==> config.mk <==
export PLATFORM = sky130hd
export DESIGN_NAME = ccb_top
export DESIGN_NICKNAME = d
export VERILOG_FILES = /design/src/rtl/ccb_pkg.sv /design/src/rtl/ccb_top.sv
export SDC_FILE = /design/constraint.sdc
export NUM_CORES = 2
export LEC_CHECK = 0
export BUFFER_PORTS_ARGS = -buffer_cell sky130_fd_sc_hd__clkbuf_2
export CAP_MARGIN = 40
export CORE_AREA = 2 2 617 312
export DETAILED_ROUTE_END_ITERATION = 10
export DIE_AREA = 0 0 619 314
export PLACE_DENSITY = 0.52
export SYNTH_ARGS = -nofsm -noshare
export SYNTH_HDL_FRONTEND = slang
export SYNTH_SLANG_ARGS = --single-unit
export TNS_END_PERCENT = 30
==> constraint.sdc <==
create_clock -name CLK -period 5.49 [get_ports CLK]
set_input_delay 0.2745 -clock CLK [delete_from_list [all_inputs] [get_ports CLK]]
set_output_delay 0.2745 -clock CLK [all_outputs]
set_load 0.03 [all_outputs]
==> src/rtl/ccb_pkg.sv <==
package ccb_pkg;
  // word index of each location: byte address is four times the index
  localparam logic [7:0] IDX_CMD_PORT       = 8'h00;
  localparam logic [7:0] IDX_GAIN_CONTROL   = 8'h60;
  localparam logic [7:0] IDX_FILTER_PATH    = 8'h61;
  localparam logic [7:0] IDX_TONE_GEN       = 8'h62;
  localparam logic [7:0] IDX_TONE_RING      = 8'h63;
  localparam logic [7:0] IDX_ANALOG_OUT     = 8'h64;
  localparam logic [7:0] IDX_ANALOG_TX      = 8'h65;
  localparam logic [7:0] IDX_RECEIVE_AMP    = 8'h66;
  localparam logic [7:0] IDX_CHANNEL_FORMAT = 8'h67;
  localparam logic [7:0] IDX_COEF_MEM_CTRL  = 8'h6f;
  localparam logic [4:0] CFG_GROUP          = 5'h0c;

  localparam logic [7:0] CFG_RESET  = 8'h00;
  localparam logic [7:0] CTRL_RESET = 8'h00;

  // coef_mem_control / coef_mem_status fields
  localparam int CTL_SHADOW_BIT = 5;
  localparam int CTL_START_BIT  = 4;

  // gain_control fields
  localparam int GCR_HANDSFREE_BIT = 7;
  localparam int GCR_AGC_TX_BIT    = 6;
  localparam int GCR_AGC_RX_BIT    = 5;

  // writable bits; reserved bits read as zero
  localparam logic [7:0] MASK_FULL       = 8'hff;
  localparam logic [7:0] MASK_TONE_RING  = 8'h5c;
  localparam logic [7:0] MASK_ANALOG_OUT = 8'h1f;
  localparam logic [7:0] MASK_ANALOG_TX  = 8'hf7;

  // command word
  localparam int         CMD_DIR_BIT   = 7;
  localparam int         CMD_ZERO_BIT  = 6;
  localparam logic [1:0] CLASS_STATUS  = 2'h1;
  localparam logic [1:0] CLASS_COEF    = 2'h2;
  localparam logic [1:0] CLASS_EXT     = 2'h3;
  localparam logic [3:0] SOP_ALL_REGS  = 4'hf;
  localparam logic [3:0] XOP_VOLUME    = 4'h6;
  localparam logic [3:0] XOP_NO_OP     = 4'hf;
  localparam logic [3:0] COP_SHORT_A   = 4'h3;
  localparam logic [3:0] COP_SHORT_B   = 4'h4;
  localparam logic [3:0] COP_SHORT_C   = 4'h6;
  localparam logic [3:0] LEN_NONE      = 4'h0;
  localparam logic [3:0] LEN_STATUS    = 4'h1;
  localparam logic [3:0] LEN_ALL_REGS  = 4'h8;
  localparam logic [3:0] LEN_COEF_LONG = 4'h8;
  localparam logic [3:0] LEN_COEF_SHRT = 4'h4;
  localparam logic [3:0] LEN_VOLUME    = 4'h5;

  // coefficient locations reached by the volume sequence
  localparam logic [7:0] VOL_COEF_0 = 8'hd0;
  localparam logic [7:0] VOL_COEF_1 = 8'hd1;
  localparam logic [7:0] VOL_COEF_2 = 8'hd2;
  localparam logic [7:0] VOL_COEF_3 = 8'hd3;

  localparam logic [2:0] COPY_LAST = 3'h7;

  typedef enum logic {CS_IDLE, CS_DATA} ccb_cmd_state_e;

  typedef struct packed {
    logic [7:0] channel_data_format;
    logic [7:0] receive_amp_levels;
    logic [7:0] analog_transmit_config;
    logic [7:0] analog_output_config;
    logic [7:0] tone_ring_routing;
    logic [7:0] tone_gen_control;
    logic [7:0] filter_path_config;
    logic [7:0] gain_control;
  } ccb_cfg_s;
endpackage

==> src/rtl/ccb_top.sv <==
// Behaviour
// RULE_01: volume sequence five bytes; extended no-op no data
// RULE_02: direct host access to registers and coefficients
// RULE_03: coefficient memory is sixteen eight-byte blocks
// RULE_04: block n holds coefficient sequence n
// RULE_05: shadow select steers dsp to temporary block
// RULE_06: backup start copies indexed block to shadow
// RULE_07: backup busy reads one while copying
// RULE_08: host avoids coefficient access while busy
// RULE_09: dsp always sees a complete block
// RULE_10: coefficient commands back up their block automatically; here only coefficient write commands start a backup, read commands do not
// RULE_11: gain control bits; agc needs handsfree on
// RULE_12: filter path enables and highpass bypass bits
// RULE_13: tone generator control bits
// RULE_14: ring routing bits, dtmf, rest reserved
// RULE_15: single-ended speaker and four output disables
// RULE_16: transmit amp, monitor select, input mux
// RULE_17: handset and speaker output levels
// RULE_18: four two-bit channel data formats
// RULE_19: command bit seven selects write or read
// RULE_20: status op n reaches register 0x60 plus n
//
// Decided for this implementation: the AHB-Lite interface to the registers.
`timescale 1ns/1ps
module ccb_top (
  input  wire logic             CLK,
  input  wire logic             RST,
  input  wire logic             HSEL,
  input  wire logic [31:0]      HADDR,
  input  wire logic [1:0]       HTRANS,
  input  wire logic             HWRITE,
  input  wire logic [2:0]       HSIZE,
  input  wire logic [31:0]      HWDATA,
  input  wire logic             HREADY,
  output logic      [31:0]      HRDATA,
  output logic                  HREADYOUT,
  output logic                  HRESP,
  input  wire logic [6:0]       DSP_ADDR,
  output logic      [7:0]       DSP_DATA,
  output ccb_pkg::ccb_cfg_s     CFG,
  output logic                  AGC_TX_ON,
  output logic                  AGC_RX_ON,
  output logic                  BACKUP_BUSY
);

  logic [7:0]               cram_mem [128];
  logic [7:0]               shadow_mem [8];
  logic [7:0]               cfg_reg [8];
  logic                     dph_reg;
  logic                     ready_reg;
  logic                     wr_reg;
  logic [7:0]               idx_reg;
  logic [31:0]              rdata_reg;
  logic                     resp_reg;
  logic                     busy_reg;
  logic [2:0]               copy_cnt_reg;
  logic [3:0]               shadow_blk_reg;
  logic                     shadow_sel_reg;
  logic [3:0]               blk_idx_reg;
  logic                     auto_reg;
  ccb_pkg::ccb_cmd_state_e  cs_reg;
  logic [7:0]               cmdw_reg;
  logic [3:0]               cnt_reg;
  logic [3:0]               len_reg;
  logic [7:0]               dsp_data_reg;
  logic                     agc_tx_reg;
  logic                     agc_rx_reg;

  function automatic logic [7:0] cfg_mask(input logic [2:0] sel);
    case (sel)
      3'h0: cfg_mask = ccb_pkg::MASK_FULL;        // RULE_11
      3'h1: cfg_mask = ccb_pkg::MASK_FULL;        // RULE_12
      3'h2: cfg_mask = ccb_pkg::MASK_FULL;        // RULE_13
      3'h3: cfg_mask = ccb_pkg::MASK_TONE_RING;   // RULE_14
      3'h4: cfg_mask = ccb_pkg::MASK_ANALOG_OUT;  // RULE_15
      3'h5: cfg_mask = ccb_pkg::MASK_ANALOG_TX;   // RULE_16
      3'h6: cfg_mask = ccb_pkg::MASK_FULL;        // RULE_17
      default: cfg_mask = ccb_pkg::MASK_FULL;     // RULE_18
    endcase
  endfunction

  // bus decode
  logic        addr_take;
  logic        is_cmd;
  logic        cmd_data;
  logic [1:0]  cmd_class;
  logic [3:0]  cmd_n;
  logic [7:0]  sop_tgt;
  logic [7:0]  cop_tgt;
  logic [7:0]  vol_tgt;
  logic [7:0]  xop_tgt;
  logic [7:0]  cmd_tgt;
  logic [7:0]  eff_idx;
  logic        in_cram;
  logic        in_cfg;
  logic        is_ctrl;
  logic        stall;
  logic        act;
  logic        do_wr;
  logic [7:0]  wdata;
  logic [2:0]  cfg_sel;
  logic [7:0]  status_byte;
  logic [7:0]  rd_val;
  logic [7:0]  rd_byte;

  assign addr_take = HSEL & HTRANS[1] & HREADY;
  assign is_cmd    = idx_reg == ccb_pkg::IDX_CMD_PORT;
  assign cmd_data  = is_cmd & (cs_reg == ccb_pkg::CS_DATA);
  assign cmd_class = cmdw_reg[5:4];
  assign cmd_n     = cmdw_reg[3:0];

  // status op n lands on 0x60+n; the all-register op walks down from 0x67
  assign sop_tgt = (cmd_n == ccb_pkg::SOP_ALL_REGS) ?
                   ccb_pkg::IDX_CHANNEL_FORMAT - {4'h0, cnt_reg} :
                   ccb_pkg::IDX_GAIN_CONTROL + {4'h0, cmd_n};  // RULE_20
  assign cop_tgt = {1'b1, cmd_n, cnt_reg[2:0]};  // RULE_03 RULE_04
  assign vol_tgt = (cnt_reg[1:0] == 2'h1) ? ccb_pkg::VOL_COEF_0 :
                   (cnt_reg[1:0] == 2'h2) ? ccb_pkg::VOL_COEF_1 :
                   (cnt_reg[1:0] == 2'h3) ? ccb_pkg::VOL_COEF_2 :
                   ccb_pkg::VOL_COEF_3;
  assign xop_tgt = (cnt_reg == 4'h0) ? ccb_pkg::IDX_RECEIVE_AMP : vol_tgt;  // RULE_01
  assign cmd_tgt = (cmd_class == ccb_pkg::CLASS_STATUS) ? sop_tgt :
                   (cmd_class == ccb_pkg::CLASS_COEF) ? cop_tgt : xop_tgt;

  // direct accesses use the bus index, command bytes their translated target
  assign eff_idx = is_cmd ? cmd_tgt : idx_reg;  // RULE_02
  assign in_cram = eff_idx[7];
  assign in_cfg  = eff_idx[7:3] == ccb_pkg::CFG_GROUP;
  assign is_ctrl = eff_idx == ccb_pkg::IDX_COEF_MEM_CTRL;
  assign cfg_sel = eff_idx[2:0];

  // wait states instead of corrupting a copy in flight
  assign stall = busy_reg & (in_cram | is_cmd);  // RULE_08 RULE_09
  assign act   = dph_reg & ~ready_reg & ~stall;
  assign do_wr = act & (is_cmd ? cmd_data & ~cmdw_reg[ccb_pkg::CMD_DIR_BIT] : wr_reg);  // RULE_19
  assign wdata = HWDATA[7:0];

  assign status_byte = {2'h0, shadow_sel_reg, busy_reg, blk_idx_reg};  // RULE_07
  assign rd_val  = in_cram ? cram_mem[eff_idx[6:0]] :
                   in_cfg ? cfg_reg[cfg_sel] :
                   is_ctrl ? status_byte : 8'h00;
  assign rd_byte = (is_cmd & ~cmd_data) ? 8'h00 : rd_val;

  // command word intake
  logic        word_take;
  logic [1:0]  w_class;
  logic [3:0]  w_n;
  logic        w_short;
  logic [3:0]  sop_len;
  logic [3:0]  cop_len;
  logic [3:0]  xop_len;
  logic [3:0]  w_len;
  logic        byte_step;
  logic        seq_last;

  assign word_take = act & is_cmd & wr_reg & (cs_reg == ccb_pkg::CS_IDLE);
  assign w_class   = wdata[5:4];
  assign w_n       = wdata[3:0];
  assign w_short   = (w_n == ccb_pkg::COP_SHORT_A) | (w_n == ccb_pkg::COP_SHORT_B) |
                     (w_n == ccb_pkg::COP_SHORT_C);
  assign sop_len   = (w_n == ccb_pkg::SOP_ALL_REGS) ? ccb_pkg::LEN_ALL_REGS :
                     ccb_pkg::LEN_STATUS;
  assign cop_len   = w_short ? ccb_pkg::LEN_COEF_SHRT : ccb_pkg::LEN_COEF_LONG;
  // the no-op and undefined extended codes carry no data
  assign xop_len   = (w_n == ccb_pkg::XOP_VOLUME) ? ccb_pkg::LEN_VOLUME :
                     ccb_pkg::LEN_NONE;  // RULE_01
  assign w_len     = wdata[ccb_pkg::CMD_ZERO_BIT] ? ccb_pkg::LEN_NONE :
                     (w_class == ccb_pkg::CLASS_STATUS) ? sop_len :
                     (w_class == ccb_pkg::CLASS_COEF) ? cop_len :
                     (w_class == ccb_pkg::CLASS_EXT) ? xop_len : ccb_pkg::LEN_NONE;
  assign byte_step = act & cmd_data;
  assign seq_last  = cnt_reg == (len_reg - 4'h1);

  // backup start from control register or from a coefficient write command
  logic        ctrl_wr;
  logic        cop_auto;
  logic        start;
  logic [3:0]  start_blk;

  assign ctrl_wr   = do_wr & is_ctrl;
  assign cop_auto  = word_take & ~wdata[ccb_pkg::CMD_ZERO_BIT] &
                     (w_class == ccb_pkg::CLASS_COEF) & ~wdata[ccb_pkg::CMD_DIR_BIT];  // RULE_10
  assign start     = ((ctrl_wr & wdata[ccb_pkg::CTL_START_BIT]) | cop_auto) & ~busy_reg;  // RULE_06
  assign start_blk = cop_auto ? w_n : wdata[3:0];

  // dsp reads the shadow only once it holds the whole block
  logic        use_sh;
  logic [7:0]  sh_byte;
  logic [7:0]  gcr;

  assign use_sh  = (shadow_sel_reg | auto_reg) & ~busy_reg &
                   (DSP_ADDR[6:3] == shadow_blk_reg);  // RULE_05 RULE_09
  assign sh_byte = shadow_mem[DSP_ADDR[2:0]];
  assign gcr     = cfg_reg[0];

  always_ff @(posedge CLK) begin
    if (RST) begin
      dph_reg   <= 1'b0;
      ready_reg <= 1'b1;
      wr_reg    <= 1'b0;
      idx_reg   <= 8'h00;
    end else if (addr_take) begin
      dph_reg   <= 1'b1;
      ready_reg <= 1'b0;
      wr_reg    <= HWRITE;
      idx_reg   <= HADDR[9:2];
    end else if (act) begin
      ready_reg <= 1'b1;
    end else if (ready_reg) begin
      dph_reg   <= 1'b0;
    end
  end

  always_ff @(posedge CLK) begin
    if (RST) begin
      rdata_reg <= 32'h0000_0000;
    end else if (act) begin
      rdata_reg <= {24'h00_0000, rd_byte};
    end
  end

  // never an error answer
  always_ff @(posedge CLK) begin
    resp_reg <= 1'b0;
  end

  generate
    for (genvar i = 0; i < 8; i++) begin : g_cfg
      always_ff @(posedge CLK) begin
        if (RST) begin
          cfg_reg[i] <= ccb_pkg::CFG_RESET;
        end else if (do_wr & in_cfg & (cfg_sel == 3'(i))) begin
          cfg_reg[i] <= wdata & cfg_mask(3'(i));  // RULE_11 RULE_12 RULE_13 RULE_14
        end
      end
    end
  endgenerate

  // no reset on the coefficient store: contents are loaded by software
  always_ff @(posedge CLK) begin
    if (do_wr & in_cram) begin
      cram_mem[eff_idx[6:0]] <= wdata;  // RULE_02
    end
  end

  always_ff @(posedge CLK) begin
    if (busy_reg) begin
      shadow_mem[copy_cnt_reg] <= cram_mem[{shadow_blk_reg, copy_cnt_reg}];  // RULE_06
    end
  end

  always_ff @(posedge CLK) begin
    if (RST) begin
      busy_reg       <= 1'b0;
      copy_cnt_reg   <= 3'h0;
      shadow_blk_reg <= 4'h0;
    end else if (start) begin
      busy_reg       <= 1'b1;
      copy_cnt_reg   <= 3'h0;
      shadow_blk_reg <= start_blk;
    end else if (busy_reg) begin
      copy_cnt_reg   <= copy_cnt_reg + 3'h1;
      busy_reg       <= copy_cnt_reg != ccb_pkg::COPY_LAST;  // RULE_07
    end
  end

  always_ff @(posedge CLK) begin
    if (RST) begin
      shadow_sel_reg <= ccb_pkg::CTRL_RESET[ccb_pkg::CTL_SHADOW_BIT];
      blk_idx_reg    <= ccb_pkg::CTRL_RESET[3:0];
    end else if (ctrl_wr) begin
      shadow_sel_reg <= wdata[ccb_pkg::CTL_SHADOW_BIT];  // RULE_05
      blk_idx_reg    <= wdata[3:0];  // RULE_03
    end
  end

  // auto shadowing lasts until the last byte of the coefficient command
  always_ff @(posedge CLK) begin
    if (RST) begin
      auto_reg <= 1'b0;
    end else if (cop_auto) begin
      auto_reg <= 1'b1;  // RULE_10
    end else if (byte_step & seq_last) begin
      auto_reg <= 1'b0;
    end
  end

  always_ff @(posedge CLK) begin
    if (RST) begin
      cs_reg   <= ccb_pkg::CS_IDLE;
      cmdw_reg <= 8'h00;
      cnt_reg  <= 4'h0;
      len_reg  <= 4'h0;
    end else begin
      case (cs_reg)
        ccb_pkg::CS_IDLE: begin
          if (word_take) begin
            cmdw_reg <= wdata;
            cnt_reg  <= 4'h0;
            len_reg  <= w_len;
            if (w_len != ccb_pkg::LEN_NONE) begin
              cs_reg <= ccb_pkg::CS_DATA;  // RULE_01
            end
          end
        end
        default: begin
          if (byte_step) begin
            cnt_reg <= cnt_reg + 4'h1;
            if (seq_last) begin
              cs_reg <= ccb_pkg::CS_IDLE;
            end
          end
        end
      endcase
    end
  end

  always_ff @(posedge CLK) begin
    if (RST) begin
      dsp_data_reg <= 8'h00;
      agc_tx_reg   <= 1'b0;
      agc_rx_reg   <= 1'b0;
    end else begin
      dsp_data_reg <= use_sh ? sh_byte : cram_mem[DSP_ADDR];  // RULE_05
      agc_tx_reg   <= gcr[ccb_pkg::GCR_HANDSFREE_BIT] & gcr[ccb_pkg::GCR_AGC_TX_BIT];  // RULE_11
      agc_rx_reg   <= gcr[ccb_pkg::GCR_HANDSFREE_BIT] & gcr[ccb_pkg::GCR_AGC_RX_BIT];  // RULE_11
    end
  end

  assign HRDATA      = rdata_reg;
  assign HREADYOUT   = ready_reg;
  assign HRESP       = resp_reg;
  assign DSP_DATA    = dsp_data_reg;
  assign AGC_TX_ON   = agc_tx_reg;
  assign AGC_RX_ON   = agc_rx_reg;
  assign BACKUP_BUSY = busy_reg;
  assign CFG = {cfg_reg[7], cfg_reg[6], cfg_reg[5], cfg_reg[4],
                cfg_reg[3], cfg_reg[2], cfg_reg[1], cfg_reg[0]};
endmodule

==> metrics.cfg <==
[layout]
layout.area.seq_um2 = 35500
final_area_um2 = 76200
drive_gt1_frac = 0.304
area_growth_pct = 15.7
multi_input_area_um2 = 28500
fillers = 17300
final_util = 0.403
largest_reg_flops = 1024
final_nets = 4924

[worst_setup_path]
path_class = reg2reg
max_stage_delay_ns = 0.76
worstPathCellList = inv_1 > ha_1 > nor3b_2 > or3_1 > o31ai_4 > nand2_8 > buf_12 > nand2_1 > o221ai_1 > o41ai_2 > nand4_1 > a211oi_1
worstPathMaxFanout = 44
worstPathArrival_ns = 6.12
cp_slowest_cell = o41ai_2
startpoint_type = flop
setup.worst_path.end_class = flop
crit_required_ns = 6.14

[clocking]
cts_setup_buffers = 0
clk_path_buf_depth = 3
clkSlewWorstSetupHoldPaths_ns = 0.07
clk_latency_ns = 0.77
root_buffer = clkbuf_16
cts_inserted_buffers = 114
cts_tree = yes
h-tree-depth = 3
cts_sinks = 1202

[floorplan]
dieArea_um2 = 194000
rows = 113
die_w_um = 619
core_area_um2 = 189000
fp.dieH_um = 314
initial_core_util = 0.349
pin_count = 190

[placed_design]
dp_slack_ns = 0.282
dp_hpwl_um = 209000
gp_congestion = 0.984
placed_area_um2 = 71900
portBuffers = 104

[route]
drt_pass1_iterations = 10
via_count = 50300
route.detailed.drc = 2
routed_wl_um = 294000
vias_per_cell = 6.72
drt-wirelength-per-cell_um = 39.2
ant_nets = 0
drtIter0Drc = 10100

[synthesis]
synth_top_area_cell = edfxtp_1
synthTopCellsByArea = edfxtp_1 52%, mux4_2 23%, nand2_1 3.8%
synthTopCellsByCount = 1144 x edfxtp_1, 682 x mux4_2, 663 x nand2_1
synth_edf_count = 1144
synth_top_cell_area_share = 0.522
avgSynthCellArea_um2 = 14.5
ys.flop_type = edfxtp_1
synthesis.area_um2 = 65900
ys_warn_count = 0
synth.most_common_cell = edfxtp_1
async_reset_ff_frac = 0
ys_ff_latch = 1202
yosysSeqAreaShare = 0.539
synth.distinct_cells = 98
synth_cells = 4558

[sta]
rsz0062_at_grt = yes
drv_slew = 0
timing.final.crit_period_ns = 5.47
setup_ws_ns = 0.0180
worst_slew_pin_slew_ns = 1.01
finClkSkew_ns = 0.0777
max_slew_margin = 0.323
hold_viol_final = 0
setup_viol = 0
fmax_mhz = 183
final.setup.tns_ns = 0
fin_crit_sh = 0.997
fin_hold_ws_ns = 0.0211

[global_routing]
antenna_found_initial = 34
grt.overflow.total = 0
grt_pass1_vias = 46000
grt_pass1_wl_um = 399000
grt_max_degree = 134
grt_usage = 0.297

[run_status]
outcome = finished with violations
violations = design-rule violations

[power_and_ir_drop]
p_leak_nw = 24.6
p_per_area_nw_per_um2 = 289
vdd_drop_max_mv = 0.217

[job]
max_cap_violations = 0

[worst_hold_path]
hold_class = in2reg

-- power by group --
part	internal, mW	switching (mW)	leakage (nW)
combinational	0.914	2.20	11.8
sequential	10.0	0.0221	10.8
clock	5.00	3.88	1.96
total	15.9	6.11	24.6
-- stage by stage --
step | std cells | power [mW]
after floorplan | 4590 | 11.7
after global placement | 7211 | 13.2
after detailed placement | 7235 | 13.2
after CTS | 7461 | 21.9
after global routing | 7478 | 22.5
final | 7489 | 22.1
-- placed cells by master, fill, tap and decap left out, types with 10 or more instances in the layout --
cell type / count
o211ai_1: 23
nor3_1: 32
a22oi_1: 21
clkbuf_1: 17
conb_1: 33
nand4_1: 101
a31oi_1: 93
mux4_2: 682
a21oi_1: 82
o22ai_1: 44
a41oi_1: 14
buf_12: 50
nor4_1: 12
dfxtp_1: 53
clkbuf_16: 114
buf_4: 402
dlygate4sd3_1: 12
clkinv_2: 20
o21ai_0: 27
clkbuf_2: 91
mux2_2: 15
and3_1: 141
nor2_1: 242
nand2b_1: 10
diode_2: 24
inv_1: 19
a2111oi_0: 16
clkinv_1: 18
edfxtp_1: 1144
a211oi_1: 109
a32oi_1: 18
bufinv_16: 24
nand3_1: 138
nand2_1: 663
o311a_1: 14
mux2i_1: 159
a311oi_1: 29
and2_1: 42
-- cell type report --
type	instances	share of cell area
Multi-Input combinational cell	2930	0.374
Timing Repair Buffer	569	0.0633
Clock buffer	133	0.0386
Inverter	20	0.000985
Clock inverter	81	0.0147
Sequential cell	1202	0.466
Tap cell	2530	0.0415
Antenna cell	24	0.000788
-- layer usage --
metal | routed length, um | vias to the layer above | global-route usage
li1 | - | 19100 | -
met1 | 120000 | 26000 | 0.440
met2 | 108000 | 4592 | 0.362
met3 | 58000 | 506 | 0.172
met5 | 347 | - | 0.0169
met4 | 7710 | 34 | 0.0653
-- cell families (layout without fill, tap and decap cells) --
group	after synthesis	count (layout)	synth area share
AND/OR/NAND/NOR	1446	1446	0.102
flip-flops	1202	1202	0.539
multiplexers	856	856	0.260
AO/OA/AOI/OAI	579	579	0.0642
buffers and inverters	458	803	0.0326
XOR/XNOR	10	10	0.00133
adder cells (fa/ha/maj)	6	6	0.00114
other	1	57	0.0000569
-- worst paths after layout --
| kind | end | cells after the start | slack, ns | start |
|---|---|---|---|---|
| max | HRDATA[0] | 12 | 0.02 | cnt_reg[0] |
| max reg2reg | HRDATA[0] | 12 | 0.02 | cnt_reg[0] |
| min reg2reg | blk_idx_reg[1] | 2 | 0.46 | blk_idx_reg[1] |
| min | cram_mem[75][2] | 1 | 0.02 | HWDATA[2] |
-- worst max-delay path, delay by kind of cell (launching register included) --
kind / cells / cell delay, ns
buf+inv: 2 / 0.46
fa+ha+maj: 1 / 0.25
compound gates: 4 / 2.08
flops: 1 / 0.54
simple gates: 5 / 1.96
-- what timing repair did --
| action | 4_1_cts | 5_1_grt |
|---|---|---|
| endpoints found under the hold margin | 43 | 0 |
| endpoints found under the setup margin | 0 | 2 |
| hold buffers | 12 | 0 |
| resized for setup | 0 | 1 |
(Power assumes the default switching activity.)
